==> src/fsl_pkg.sv <==
// Package for fault status and limiter control block
package fsl_pkg;
    // ------------------------------------------------------------
    // Register offsets
    // ------------------------------------------------------------
    localparam logic [7:0] ADDR_L_MODE = 8'h0E;
    localparam logic [7:0] ADDR_L_THR = 8'h0F;
    localparam logic [7:0] ADDR_L_INF = 8'h10;
    localparam logic [7:0] ADDR_R_MODE = 8'h11;
    localparam logic [7:0] ADDR_R_THR = 8'h12;
    localparam logic [7:0] ADDR_R_INF = 8'h13;
    localparam logic [7:0] ADDR_L_CLIP = 8'h14;
    localparam logic [7:0] ADDR_R_CLIP = 8'h15;
    localparam logic [7:0] ADDR_OTW_GAIN = 8'h16;
    localparam logic [7:0] ADDR_RECOVERY = 8'h17;
    localparam logic [7:0] ADDR_STATUS0 = 8'h18;
    localparam logic [7:0] ADDR_STATUS1 = 8'h19;
    localparam logic [7:0] ADDR_VBAT = 8'h1A;
    // ------------------------------------------------------------
    // Reset values
    // ------------------------------------------------------------
    localparam logic [7:0] RST_L_MODE = 8'hA0;
    localparam logic [7:0] RST_R_MODE = 8'hA8;
    localparam logic [7:0] RST_THR = 8'h51;
    localparam logic [7:0] RST_INF = 8'h22;
    localparam logic [7:0] RST_CLIP = 8'hFF;
    localparam logic [7:0] RST_ZERO = 8'h00;
    // ------------------------------------------------------------
    // Field positions
    // ------------------------------------------------------------
    localparam int B_REG_UV = 6;
    localparam int B_SUP_UV = 7;
    localparam int B_OTF = 1;
    localparam int B_OTW = 0;
    localparam int B_TRACK = 2;
    localparam int B_MANUAL_RECOVERY_REQUEST = 7;
    localparam int B_UNDERVOLT_RECOVERY_SELECT = 2;
    localparam int B_OVERTEMP_RECOVERY_SELECT = 1;
    localparam int B_OVERCURRENT_RECOVERY_SELECT = 0;
    localparam int B_RETRY_LO = 4;
    localparam int B_THR_LO = 3;
    localparam int B_ATK_LO = 4;
    localparam int B_REL_LO = 6;
    localparam int B_GAIN_R_LO = 4;
    localparam int CH_RIGHT_OFS = 4;
    // ------------------------------------------------------------
    // Limiter modes and timing
    // ------------------------------------------------------------
    localparam logic [1:0] LIM_OFF = 2'b00;
    localparam logic [1:0] LIM_ALWAYS = 2'b01;
    localparam logic [1:0] LIM_MUTE_LOW = 2'b10;
    localparam logic [1:0] LIM_LOW_ONLY = 2'b11;
    localparam logic [7:0] INF_HYST = 8'h04;
    localparam logic [7:0] VBAT_SPAN_MIN = 8'h00;
    localparam int RETRY_DELAY_US = 100;
    localparam int CLK_MHZ = 125;
    localparam int RETRY_CYC = RETRY_DELAY_US * CLK_MHZ;
    localparam int RATE_BASE_LOG2 = 4;
    typedef enum logic [1:0] {FSL_RUN, FSL_WAIT, FSL_DOWN} fsl_state_t;
endpackage

==> src/fsl_ctrl.sv <==
// Fault status, recovery and per-channel limiter control
`timescale 1ns/100ps
module fsl_ctrl #(
    parameter int RETRY_CYCLES = fsl_pkg::RETRY_CYC
) (
    // Clock and reset
    input wire logic ref_clk_i,
    input wire logic rst_i,
    // Register port
    input wire logic reg_wr_i,
    input wire logic reg_rd_i,
    input wire logic [7:0] reg_addr_i,
    input wire logic [7:0] reg_wdata_i,
    output logic [7:0] reg_rdata_o,
    // Analog monitor pins
    input wire logic regulator_uv_i,
    input wire logic supply_uv_i,
    input wire logic overtemp_fault_i,
    input wire logic overtemp_warn_i,
    input wire logic [1:0] overcurrent_i,
    input wire logic [1:0] dac_clip_i,
    input wire logic [7:0] vbat_code_i,
    // Per-channel signal level, threshold units
    input wire logic [4:0] left_level_i,
    input wire logic [4:0] right_level_i,
    // Outputs to the power stage and gain path
    output logic amp_enable_o,
    output logic [1:0] mute_o,
    output logic [7:0] left_gain_cut_o,
    output logic [7:0] right_gain_cut_o,
    output logic [1:0] left_warning_gain_cut_o,
    output logic [1:0] right_warning_gain_cut_o,
    output logic [7:0] left_clipper_level_o,
    output logic [7:0] right_clipper_level_o
);
    import fsl_pkg::*;

    // ------------------------------------------------------------
    // Input synchronisers
    // ------------------------------------------------------------
    logic [15:0] sync1_q;
    logic [15:0] sync2_q;
    always_ff @(posedge ref_clk_i or posedge rst_i) begin
        if (rst_i) begin
            sync1_q <= '0;
            sync2_q <= '0;
        end else begin
            sync1_q <= {regulator_uv_i, supply_uv_i, overtemp_fault_i, overtemp_warn_i,
                        overcurrent_i, dac_clip_i, vbat_code_i};
            sync2_q <= sync1_q;
        end
    end
    logic s_reg_uv, s_sup_uv, s_otf, s_otw;
    logic [1:0] s_oc, s_clip;
    logic [7:0] s_vbat;
    assign {s_reg_uv, s_sup_uv, s_otf, s_otw, s_oc, s_clip, s_vbat} = sync2_q;

    // ------------------------------------------------------------
    // Control registers
    // ------------------------------------------------------------
    logic [7:0] l_mode_q, l_thr_q, l_inf_q, r_mode_q, r_thr_q, r_inf_q;
    logic [7:0] l_clip_q, r_clip_q, otw_gain_q, recov_q;
    logic [7:0] vbat_q;
    logic manual_recovery_request_pulse_q;
    always_ff @(posedge ref_clk_i or posedge rst_i) begin
        if (rst_i) begin
            l_mode_q <= RST_L_MODE;
            l_thr_q <= RST_THR;
            l_inf_q <= RST_INF;
            r_mode_q <= RST_R_MODE;
            r_thr_q <= RST_THR;
            r_inf_q <= RST_INF;
            l_clip_q <= RST_CLIP;
            r_clip_q <= RST_CLIP;
            otw_gain_q <= RST_ZERO;
            recov_q <= RST_ZERO;
            manual_recovery_request_pulse_q <= 1'b0;
        end else begin
            manual_recovery_request_pulse_q <= reg_wr_i && reg_addr_i == ADDR_RECOVERY
                && reg_wdata_i[B_MANUAL_RECOVERY_REQUEST];
            if (reg_wr_i) begin
                case (reg_addr_i)
                    ADDR_L_MODE: l_mode_q <= reg_wdata_i;
                    ADDR_L_THR: l_thr_q <= reg_wdata_i;
                    ADDR_L_INF: l_inf_q <= reg_wdata_i;
                    ADDR_R_MODE: r_mode_q <= reg_wdata_i;
                    ADDR_R_THR: r_thr_q <= reg_wdata_i;
                    ADDR_R_INF: r_inf_q <= reg_wdata_i;
                    ADDR_L_CLIP: l_clip_q <= reg_wdata_i;
                    ADDR_R_CLIP: r_clip_q <= reg_wdata_i;
                    ADDR_OTW_GAIN: otw_gain_q <= reg_wdata_i;
                    // Request bit is self clearing, never stored
                    ADDR_RECOVERY: recov_q <= {1'b0, reg_wdata_i[6:0]};
                    default: ;
                endcase
            end
        end
    end

    // Supply code latch
    // A multi-bit code is taken only once two synced samples agree
    logic [7:0] vbat_prev_q;
    always_ff @(posedge ref_clk_i or posedge rst_i) begin
        if (rst_i) begin
            vbat_q <= RST_ZERO;
            vbat_prev_q <= RST_ZERO;
        end else begin
            vbat_prev_q <= s_vbat;
            if (s_vbat == vbat_prev_q) vbat_q <= s_vbat;
        end
    end

    // ------------------------------------------------------------
    // Fault recovery
    // ------------------------------------------------------------
    wire uv_fault = s_reg_uv | s_sup_uv;
    wire oc_fault = |s_oc;
    // A class counts as manual when its select bit is low
    wire uv_auto = recov_q[B_UNDERVOLT_RECOVERY_SELECT];
    wire ot_auto = recov_q[B_OVERTEMP_RECOVERY_SELECT];
    wire oc_auto = recov_q[B_OVERCURRENT_RECOVERY_SELECT];
    wire any_fault = uv_fault | s_otf | oc_fault;
    wire manual_hit = (uv_fault & ~uv_auto) | (s_otf & ~ot_auto) | (oc_fault & ~oc_auto);
    wire [1:0] retry_max = recov_q[B_RETRY_LO +: 2];

    fsl_state_t st_q;
    logic [31:0] wait_q;
    logic [1:0] tries_q;
    always_ff @(posedge ref_clk_i or posedge rst_i) begin
        if (rst_i) begin
            st_q <= FSL_RUN;
            wait_q <= '0;
            tries_q <= '0;
        end else begin
            case (st_q)
                FSL_RUN: begin
                    if (manual_hit) begin
                        st_q <= FSL_DOWN;
                    end else if (any_fault) begin
                        st_q <= FSL_WAIT;
                        wait_q <= '0;
                    end
                end
                FSL_WAIT: begin
                    if (manual_hit) begin
                        st_q <= FSL_DOWN;
                    end else if (wait_q == 32'(RETRY_CYCLES - 1)) begin
                        wait_q <= '0;
                        if (!any_fault) begin
                            st_q <= FSL_RUN;
                            tries_q <= '0;
                        end else if (tries_q >= retry_max) begin
                            st_q <= FSL_DOWN;
                        end else begin
                            tries_q <= tries_q + 2'd1;
                        end
                    end else begin
                        wait_q <= wait_q + 32'd1;
                    end
                end
                FSL_DOWN: begin
                    if (manual_recovery_request_pulse_q) begin
                        st_q <= FSL_WAIT;
                        wait_q <= '0;
                        tries_q <= '0;
                    end
                end
                default: st_q <= FSL_RUN;
            endcase
        end
    end

    // ------------------------------------------------------------
    // Limiter per channel
    // ------------------------------------------------------------
    // Threshold lowered by slope plus one times supply drop, divided by eight
    function automatic logic [4:0] track_thr(input logic [4:0] thr, input logic [1:0] slope,
                                             input logic [7:0] inf, input logic [7:0] vb);
        logic [10:0] drop;
        // No drop inside the hysteresis band above the point
        drop = (inf > vb) ? (11'(inf - vb) * 11'({1'b0, slope} + 3'd1)) >> 3 : 11'd0;
        track_thr = (drop >= 11'(thr)) ? 5'd0 : 5'(11'(thr) - drop);
    endfunction

    logic [1:0] engaged_q;
    logic [1:0] low_q;
    logic [1:0] mute_q;
    logic [7:0] cut_q [2];
    logic [7:0] rate_q [2];
    wire [7:0] mode_r [2] = '{l_mode_q, r_mode_q};
    wire [7:0] thr_r [2] = '{l_thr_q, r_thr_q};
    wire [7:0] inf_r [2] = '{l_inf_q, r_inf_q};
    wire [4:0] lvl [2] = '{left_level_i, right_level_i};

    for (genvar c = 0; c < 2; c++) begin : g_ch
        wire [1:0] mode = mode_r[c][1:0];
        wire below = vbat_q < inf_r[c];
        // Leaving the low state needs the supply well above the point
        wire rise = {1'b0, vbat_q} > {1'b0, inf_r[c]} + {1'b0, INF_HYST};
        wire low_n = low_q[c] ? ~rise : below;
        wire [4:0] set_thr = thr_r[c][B_THR_LO +: 5];
        wire [4:0] eff_thr = (mode_r[c][B_TRACK] && low_n)
            ? track_thr(set_thr, thr_r[c][1:0], inf_r[c], vbat_q) : set_thr;
        logic active;
        always_comb begin
            case (mode)
                LIM_OFF: active = 1'b0;
                LIM_ALWAYS: active = 1'b1;
                LIM_MUTE_LOW: active = ~low_n;
                LIM_LOW_ONLY: active = low_n;
                default: active = 1'b0;
            endcase
        end
        wire over = active && lvl[c] > eff_thr;
        wire [1:0] atk = mode_r[c][B_ATK_LO +: 2];
        wire [1:0] rel = mode_r[c][B_REL_LO +: 2];
        wire [7:0] step_t = 8'(1) << (over ? atk : rel);
        always_ff @(posedge ref_clk_i or posedge rst_i) begin
            if (rst_i) begin
                low_q[c] <= 1'b0;
                engaged_q[c] <= 1'b0;
                mute_q[c] <= 1'b0;
                cut_q[c] <= RST_ZERO;
                rate_q[c] <= RST_ZERO;
            end else begin
                low_q[c] <= low_n;
                engaged_q[c] <= over;
                mute_q[c] <= mode == LIM_MUTE_LOW && low_n;
                rate_q[c] <= rate_q[c] + 8'd1;
                // Gain steps at a rate picked by attack or release field
                if (rate_q[c][RATE_BASE_LOG2 +: 4] == 4'(step_t) || step_t > 8'd15) begin
                    rate_q[c] <= RST_ZERO;
                    if (over && cut_q[c] != 8'hFF) cut_q[c] <= cut_q[c] + 8'd1;
                    else if (!over && cut_q[c] != RST_ZERO) cut_q[c] <= cut_q[c] - 8'd1;
                end
            end
        end
    end

    // ------------------------------------------------------------
    // Status registers and outputs
    // ------------------------------------------------------------
    wire [7:0] stat0 = {s_sup_uv, s_reg_uv, 4'h0, s_otf, s_otw};
    wire [7:0] stat1 = {engaged_q[1], s_clip[1], s_oc[1], vbat_q > r_inf_q,
                        engaged_q[0], s_clip[0], s_oc[0], vbat_q > l_inf_q};
    logic [7:0] rd_d;
    always_comb begin
        case (reg_addr_i)
            ADDR_L_MODE: rd_d = l_mode_q;
            ADDR_L_THR: rd_d = l_thr_q;
            ADDR_L_INF: rd_d = l_inf_q;
            ADDR_R_MODE: rd_d = r_mode_q;
            ADDR_R_THR: rd_d = r_thr_q;
            ADDR_R_INF: rd_d = r_inf_q;
            ADDR_L_CLIP: rd_d = l_clip_q;
            ADDR_R_CLIP: rd_d = r_clip_q;
            ADDR_OTW_GAIN: rd_d = otw_gain_q;
            ADDR_RECOVERY: rd_d = recov_q;
            ADDR_STATUS0: rd_d = stat0;
            ADDR_STATUS1: rd_d = stat1;
            ADDR_VBAT: rd_d = vbat_q;
            default: rd_d = RST_ZERO;
        endcase
    end

    always_ff @(posedge ref_clk_i or posedge rst_i) begin
        if (rst_i) begin
            reg_rdata_o <= RST_ZERO;
            amp_enable_o <= 1'b0;
            mute_o <= '0;
            left_gain_cut_o <= RST_ZERO;
            right_gain_cut_o <= RST_ZERO;
            left_warning_gain_cut_o <= '0;
            right_warning_gain_cut_o <= '0;
            left_clipper_level_o <= RST_CLIP;
            right_clipper_level_o <= RST_CLIP;
        end else begin
            if (reg_rd_i) reg_rdata_o <= rd_d;
            amp_enable_o <= st_q == FSL_RUN;
            mute_o <= mute_q;
            left_gain_cut_o <= cut_q[0];
            right_gain_cut_o <= cut_q[1];
            left_warning_gain_cut_o <= s_otw ? otw_gain_q[1:0] : 2'b00;
            right_warning_gain_cut_o <= s_otw ? otw_gain_q[B_GAIN_R_LO +: 2] : 2'b00;
            left_clipper_level_o <= l_clip_q;
            right_clipper_level_o <= r_clip_q;
        end
    end

    // ------------------------------------------------------------
    // Checks
    // ------------------------------------------------------------
    property p_manual_down;
        @(posedge ref_clk_i) disable iff (rst_i)
        (st_q == FSL_DOWN && !manual_recovery_request_pulse_q) |=> st_q == FSL_DOWN;
    endproperty
    a_manual_down: assert property (p_manual_down) else $error("Left shutdown");

    property p_manual_recovery_request;
        @(posedge ref_clk_i) disable iff (rst_i)
        (st_q == FSL_DOWN && manual_recovery_request_pulse_q) |=> st_q == FSL_WAIT;
    endproperty
    a_manual_recovery_request: assert property (p_manual_recovery_request) else $error("Manual request ignored");

    property p_status0;
        @(posedge ref_clk_i) disable iff (rst_i)
        reg_rd_i && reg_addr_i == ADDR_STATUS0
            |=> reg_rdata_o == {$past(s_sup_uv), $past(s_reg_uv), 4'h0,
                                $past(s_otf), $past(s_otw)};
    endproperty
    a_status0: assert property (p_status0) else $error("Status0 wrong");

    property p_ro;
        @(posedge ref_clk_i) disable iff (rst_i)
        reg_wr_i && reg_addr_i == ADDR_VBAT |=> $stable(vbat_q) || vbat_q == $past(s_vbat);
    endproperty
    a_ro: assert property (p_ro) else $error("Supply code written");

    property p_off;
        @(posedge ref_clk_i) disable iff (rst_i)
        l_mode_q[1:0] == LIM_OFF |=> !engaged_q[0];
    endproperty
    a_off: assert property (p_off) else $error("Limiter engaged while off");

    property p_otw;
        @(posedge ref_clk_i) disable iff (rst_i)
        !s_otw |=> left_warning_gain_cut_o == 2'b00 && right_warning_gain_cut_o == 2'b00;
    endproperty
    a_otw: assert property (p_otw) else $error("Gain cut without warning");

    property p_mute;
        @(posedge ref_clk_i) disable iff (rst_i)
        mute_q[0] |-> l_mode_q[1:0] == LIM_MUTE_LOW || $past(l_mode_q[1:0]) == LIM_MUTE_LOW;
    endproperty
    a_mute: assert property (p_mute) else $error("Mute in wrong mode");

    property p_retry;
        @(posedge ref_clk_i) disable iff (rst_i)
        (st_q == FSL_WAIT && tries_q != $past(tries_q) && $stable(recov_q))
            |-> tries_q <= retry_max;
    endproperty
    a_retry: assert property (p_retry) else $error("Retry count exceeded");

    property p_amp_off;
        @(posedge ref_clk_i) disable iff (rst_i)
        st_q != FSL_RUN |=> !amp_enable_o;
    endproperty
    a_amp_off: assert property (p_amp_off) else $error("Power stage on in fault");

    property p_otw_on;
        @(posedge ref_clk_i) disable iff (rst_i)
        s_otw |=> left_warning_gain_cut_o == $past(otw_gain_q[1:0]);
    endproperty
    a_otw_on: assert property (p_otw_on) else $error("Warning gain cut missing");
endmodule // fsl_ctrl

==> config.mk <==
export PLATFORM = sky130hd
export DESIGN_NAME = fsl_ctrl
export DESIGN_NICKNAME = d
export VERILOG_FILES = /design/src/fsl_pkg.sv /design/src/fsl_ctrl.sv
export SDC_FILE = /design/constraint.sdc
export NUM_CORES = 1
export LEC_CHECK = 0
export BUFFER_PORTS_ARGS = -buffer_cell sky130_fd_sc_hd__buf_2
export CAP_MARGIN = 20
export CORE_MARGIN = 2
export CORE_UTILIZATION = 65
export CTS_CLUSTER_SIZE = 14
export DETAILED_ROUTE_END_ITERATION = 12
export PLACE_DENSITY = 0.85
export SYNTH_ARGS = -nofsm -noshare
export SYNTH_HDL_FRONTEND = slang
export SYNTH_SLANG_ARGS = --single-unit
==> constraint.sdc <==
create_clock -name ref_clk_i -period 17.4 [get_ports ref_clk_i]
set_input_delay 0.87 -clock ref_clk_i [delete_from_list [all_inputs] [get_ports ref_clk_i]]
set_output_delay 0.87 -clock ref_clk_i [all_outputs]
set_load 0.02 [all_outputs]
==> impl.org <==
** Run status
- Result of the run :: completed

** Logic synthesis
- Proportion of synthesized chip area in sequential cells :: 0.445
- The synthesized design contains 0 enable-type register cells.
- The number of nets handed over by synthesis was about 1500.
- Cell accounting for the most synthesized area :: sky130_fd_sc_hd__dfrtp_1
- The synthesized netlist contains between 70 and 80 unique library cells.
- Main flop type after synthesis :: sky130_fd_sc_hd__dfrtp_1
- Top-area cell type share of the netlist area :: 0.358
- The cell area that synthesis handed to floorplanning was around 14000 um2.
- Dividing the synthesized area by the synthesized cell count gives 10.5 um2.
- Yosys printed 0 warnings.
- Async set or reset register ratio after synthesis :: 1.00
- Synthesis handed over a netlist of around 1400 instances.
- FF+latch count, synth :: 249
- Cell types occupying the most area after synthesis :: sky130_fd_sc_hd__dfrtp_1, sky130_fd_sc_hd__dfstp_2, sky130_fd_sc_hd__ha_1

** CTS
- CTS built an H-tree with a depth of 1.
- Postcts setup bufs :: 0
- Clock-pin slew was measured on the worst setup and hold paths at about 0.06 ns.
- TritonCTS built the clock tree.
- Number of clock sinks :: 249
- The clock passes through at most 3 buffers.
- CTS Root Cell :: sky130_fd_sc_hd__clkbuf_16
- Once the clock tree was built, the resizer swapped 0 gates to a different size.
- For the worst-skew pair, the clock arrives at the later sink with an insertion delay of around 0.52 ns.
- In this run, post-CTS hold repair placed 0 buffers.
- Clock buffer count from CTS :: 24

** Hold path
- In this run the worst hold path is classified as register to register.

** Power
- Static leakage :: between 7 and 8 nW
- Power spread over the standard cell area amounts to around 130 nW/um2.
- The internal power of the cells totals approximately 1.3 mW.
- The share of total power dissipated in the clock network is 0.263.
- Switching share of total power :: 0.354
- The analysis attributes to net switching a power of 0.705 mW.
- Overall power consumption :: about 2.0 mW
- Largest voltage drop on the vdd net :: approximately 120 uV
- Of the total power, registers draw 0.368.
- Combinational power share :: 0.369

** Cells and area
- Top library cells by usage in the layout, fill and taps aside :: sky130_fd_sc_hd__dfrtp_1, sky130_fd_sc_hd__nand2_1, sky130_fd_sc_hd__nor2_1, sky130_fd_sc_hd__inv_1, sky130_fd_sc_hd__ha_1
- Once layout is complete, the cells apart from fillers number between 1500 and 2000.
- Post-Layout Inst Area :: about 16000 um2
- Relative area change from synthesis to final layout :: 11.0%
- Combined flip-flop and latch cell area :: between 6000 and 7000 um2
- Fill cells in the final layout number 1414.
- The library cell used most frequently in the layout, excluding fill and tap cells, is sky130_fd_sc_hd__dfrtp_1.
- In the final layout, the share of cells above drive strength 1 is 0.195.
- Measured on the finished design, the core utilization comes to 0.742.
- Summing all multi-input logic gate instances after layout gives ~7400 um2.
- Nets@finish :: ~1600

** Critical path
- For the worst setup path, the data required time is roughly 18 ns.
- Worst-path cell with the longest stage delay :: sky130_fd_sc_hd__a2111oi_1
- The worst setup path is captured at a register.
- Top cell by count, worst path :: sky130_fd_sc_hd__ha_1
- The worst setup path is launched from a register.
- Peak per-stage delay on the critical path :: 0.87 ns
- Of all nets on the critical path, the largest fanout is 7.
- Crit path kind :: register to register
- Data arrives at the worst endpoint at between 10 and 15 ns.
- Setup slack, reg-to-reg :: approximately 7.8 ns
- The kind of cell with the highest combined delay along the critical path is compound AO/OA/AOI/OAI gates.
- Count of buffering cells on the critical path with inverters included :: 3

** Timing
- Across all hold checks on the routed design, the worst slack comes to 0.336 ns.
- Headroom to the max-slew limit came out at 0.268.
- Smallest setup slack after layout :: a little under 8 ns
- For the pin with the worst max-slew slack, the measured transition is between 1 and 1.5 ns.
- For the final database, setup skew stands at ~0.015 ns.
- Timing would allow up to 0.104 GHz.
- Minimum clock period :: between 9 and 10 ns
- Dividing the final minimum period by the clock period gives 0.553.
- Setup repair after global routing left no endpoint under its margin.
- Setup_tns :: 0 ns
- Setup violations, final :: 0
- Hold Violations, Final :: 0
- Number of pins exceeding their max-slew limit in the final report :: 0

** Route
- Via count :: roughly 11000
- Mean number of vias per cell :: 6.15
- First-pass iteration count of the detailed router :: 5
- For this run, design rule violations remaining after detail routing come to 0.
- Per-cell routed wire length :: between 15 and 20 um
- Wire segments on met2 add up to approximately 16000 um in the final route.
- Met3 routed WL :: 2580 um
- Signal routing reaches up to met5.
- Once detail routing completed, the nets flagged for antenna violations numbered 0.
- Routed length on met1 :: between 10000 and 15000 um
- Total Wirelength :: between 30000 and 40000 um
- Initial DRC count :: 829

** Die
- The initialized floorplan defines 53 standard-cell rows.
- Core Area :: 21200 um2
- During I/O placement, the number of pins put on the boundary was 93.
- Full die area :: ~23000 um2
- Y dimension of the die :: 151 um
- X dimension of the die :: 151 um
- The initial utilization of the core area, before any placement, comes to 0.668.

** Placement
- Cell Count Post-Placement :: around 1700
- Post-detailed-placement half-perimeter wirelength :: ~23000 um
- The congestion estimate from routability-driven global placement came to between 0.9 and 1.
- DP Area :: around 15000 um2
- Buffers added on ports :: between 90 and 100
- Before CTS, the worst setup slack after placement is approximately 8.0 ns.

** GRT
- The total overflow left after global routing is 0.
- The first global-routing pass estimated between 50000 and 60000 um of wire.
- Entering global routing, the biggest net connects 101 pins.
- The number of global-route vias before repair came to 10500.
- The initial antenna violation count is 2.
- Total Routing Usage GR :: 0.293

** Flow run
- Across the run, the number of max-cap violations was 0.
## cell usage after synthesis (all sizes together), types with 4 or more instances
| master | instances |
|---|---|
| buf | 9 |
| dfrtp | 202 |
| nand2 | 111 |
| xnor2 | 55 |
| mux2i | 9 |
| dfstp | 47 |
| nor2b | 22 |
| and2 | 9 |
| a21boi | 6 |
| nand3 | 46 |
| ha | 95 |
| or4 | 5 |
| mux4 | 5 |
| nor3 | 21 |
| and3 | 11 |
| a21oi | 48 |
| a31oi | 8 |
| o31ai | 7 |
| a221oi | 13 |
| clkbuf | 20 |
| nand2b | 36 |
| a21o | 18 |
| fa | 24 |
| nor2 | 111 |
| o21ai | 58 |
| nand4 | 17 |
| xor2 | 41 |
| nor4 | 10 |
| mux2 | 85 |
| a41oi | 4 |
| a22o | 12 |
| inv | 98 |
| or3 | 10 |
| a22oi | 16 |
| or2 | 7 |
| o21a | 9 |
## power by group through the flow
stage               Clock, mW  Combinational (mW)  Sequential [mW]
floorplan                   0               0.545            0.738
global placement            0               0.682            0.732
detailed placement          0               0.718            0.735
CTS                     0.525               0.729            0.728
global route            0.552               0.818            0.740
finish                  0.524               0.734            0.731
## worst register-to-register path, delay by kind of cell (launching register included)
family	cells	cell delay, ns
muxes	1	0.52
and+or+nand+nor	11	1.37
DFF	1	0.59
AOI/OAI and AO/OA	16	4.08
buffers and inverters	3	0.40
xor gates and xnor gates	3	0.49
adders and majority gates	6	2.09
## metal layers
layer / vias up / global-route usage
met1: 5214 / 0.397
li1: 4919 / -
met3: 92 / 0.0530
met4: 2 / 0.0916
met5: - / 0
met2: 476 / 0.486
## cell families (layout without fill, tap and decap cells)
family          count (synthesis)  in the layout  synth area share
flops                         249            249             0.445
compound gates                233            233             0.112
xor+xnor                       96             96            0.0595
simple gates                  429            429             0.148
other cells                     0              2                 0
mux                            99             99            0.0839
buf+inv                       127            238            0.0337
fa+ha+maj                     119            119             0.118
## sequential cells by signal, indices dropped and copies added (netlist names), 16 cells and up
| register | cells |
|---|---|
| cut_q | 16 |
| wait_q | 32 |
| sync2_q | 16 |
| rate_q | 16 |
| sync1_q | 16 |
## cell type report
class,count,area share
multi-input cells,976,0.470
flip-flops and latches,249,0.401
clock buffers,40,0.0473
repair buffers,96,0.0324
inverters,98,0.0239
well taps,275,0.0219
clock inverters,4,0.00327
diodes,2,0.000319
## final timing paths
path | start | end | depth (start not counted)
worst max-delay path | l_inf_q[1]$_DFFE_PP1P_ | cut_q[15]$_DFFE_PP0P_ | 40
worst min-delay path | sync1_q[1]$_DFF_PP0_ | sync2_q[1]$_DFF_PP0_ | 0
worst max register to register | l_inf_q[1]$_DFFE_PP1P_ | cut_q[15]$_DFFE_PP0P_ | 40
worst min register to register | sync1_q[1]$_DFF_PP0_ | sync2_q[1]$_DFF_PP0_ | 0
max in group asynchronous | rst_i | cut_q[5]$_DFFE_PP0P_ | 3
min in group asynchronous | rst_i | cut_q[12]$_DFFE_PP0P_ | 2
Power figures use the tool's default switching activity.
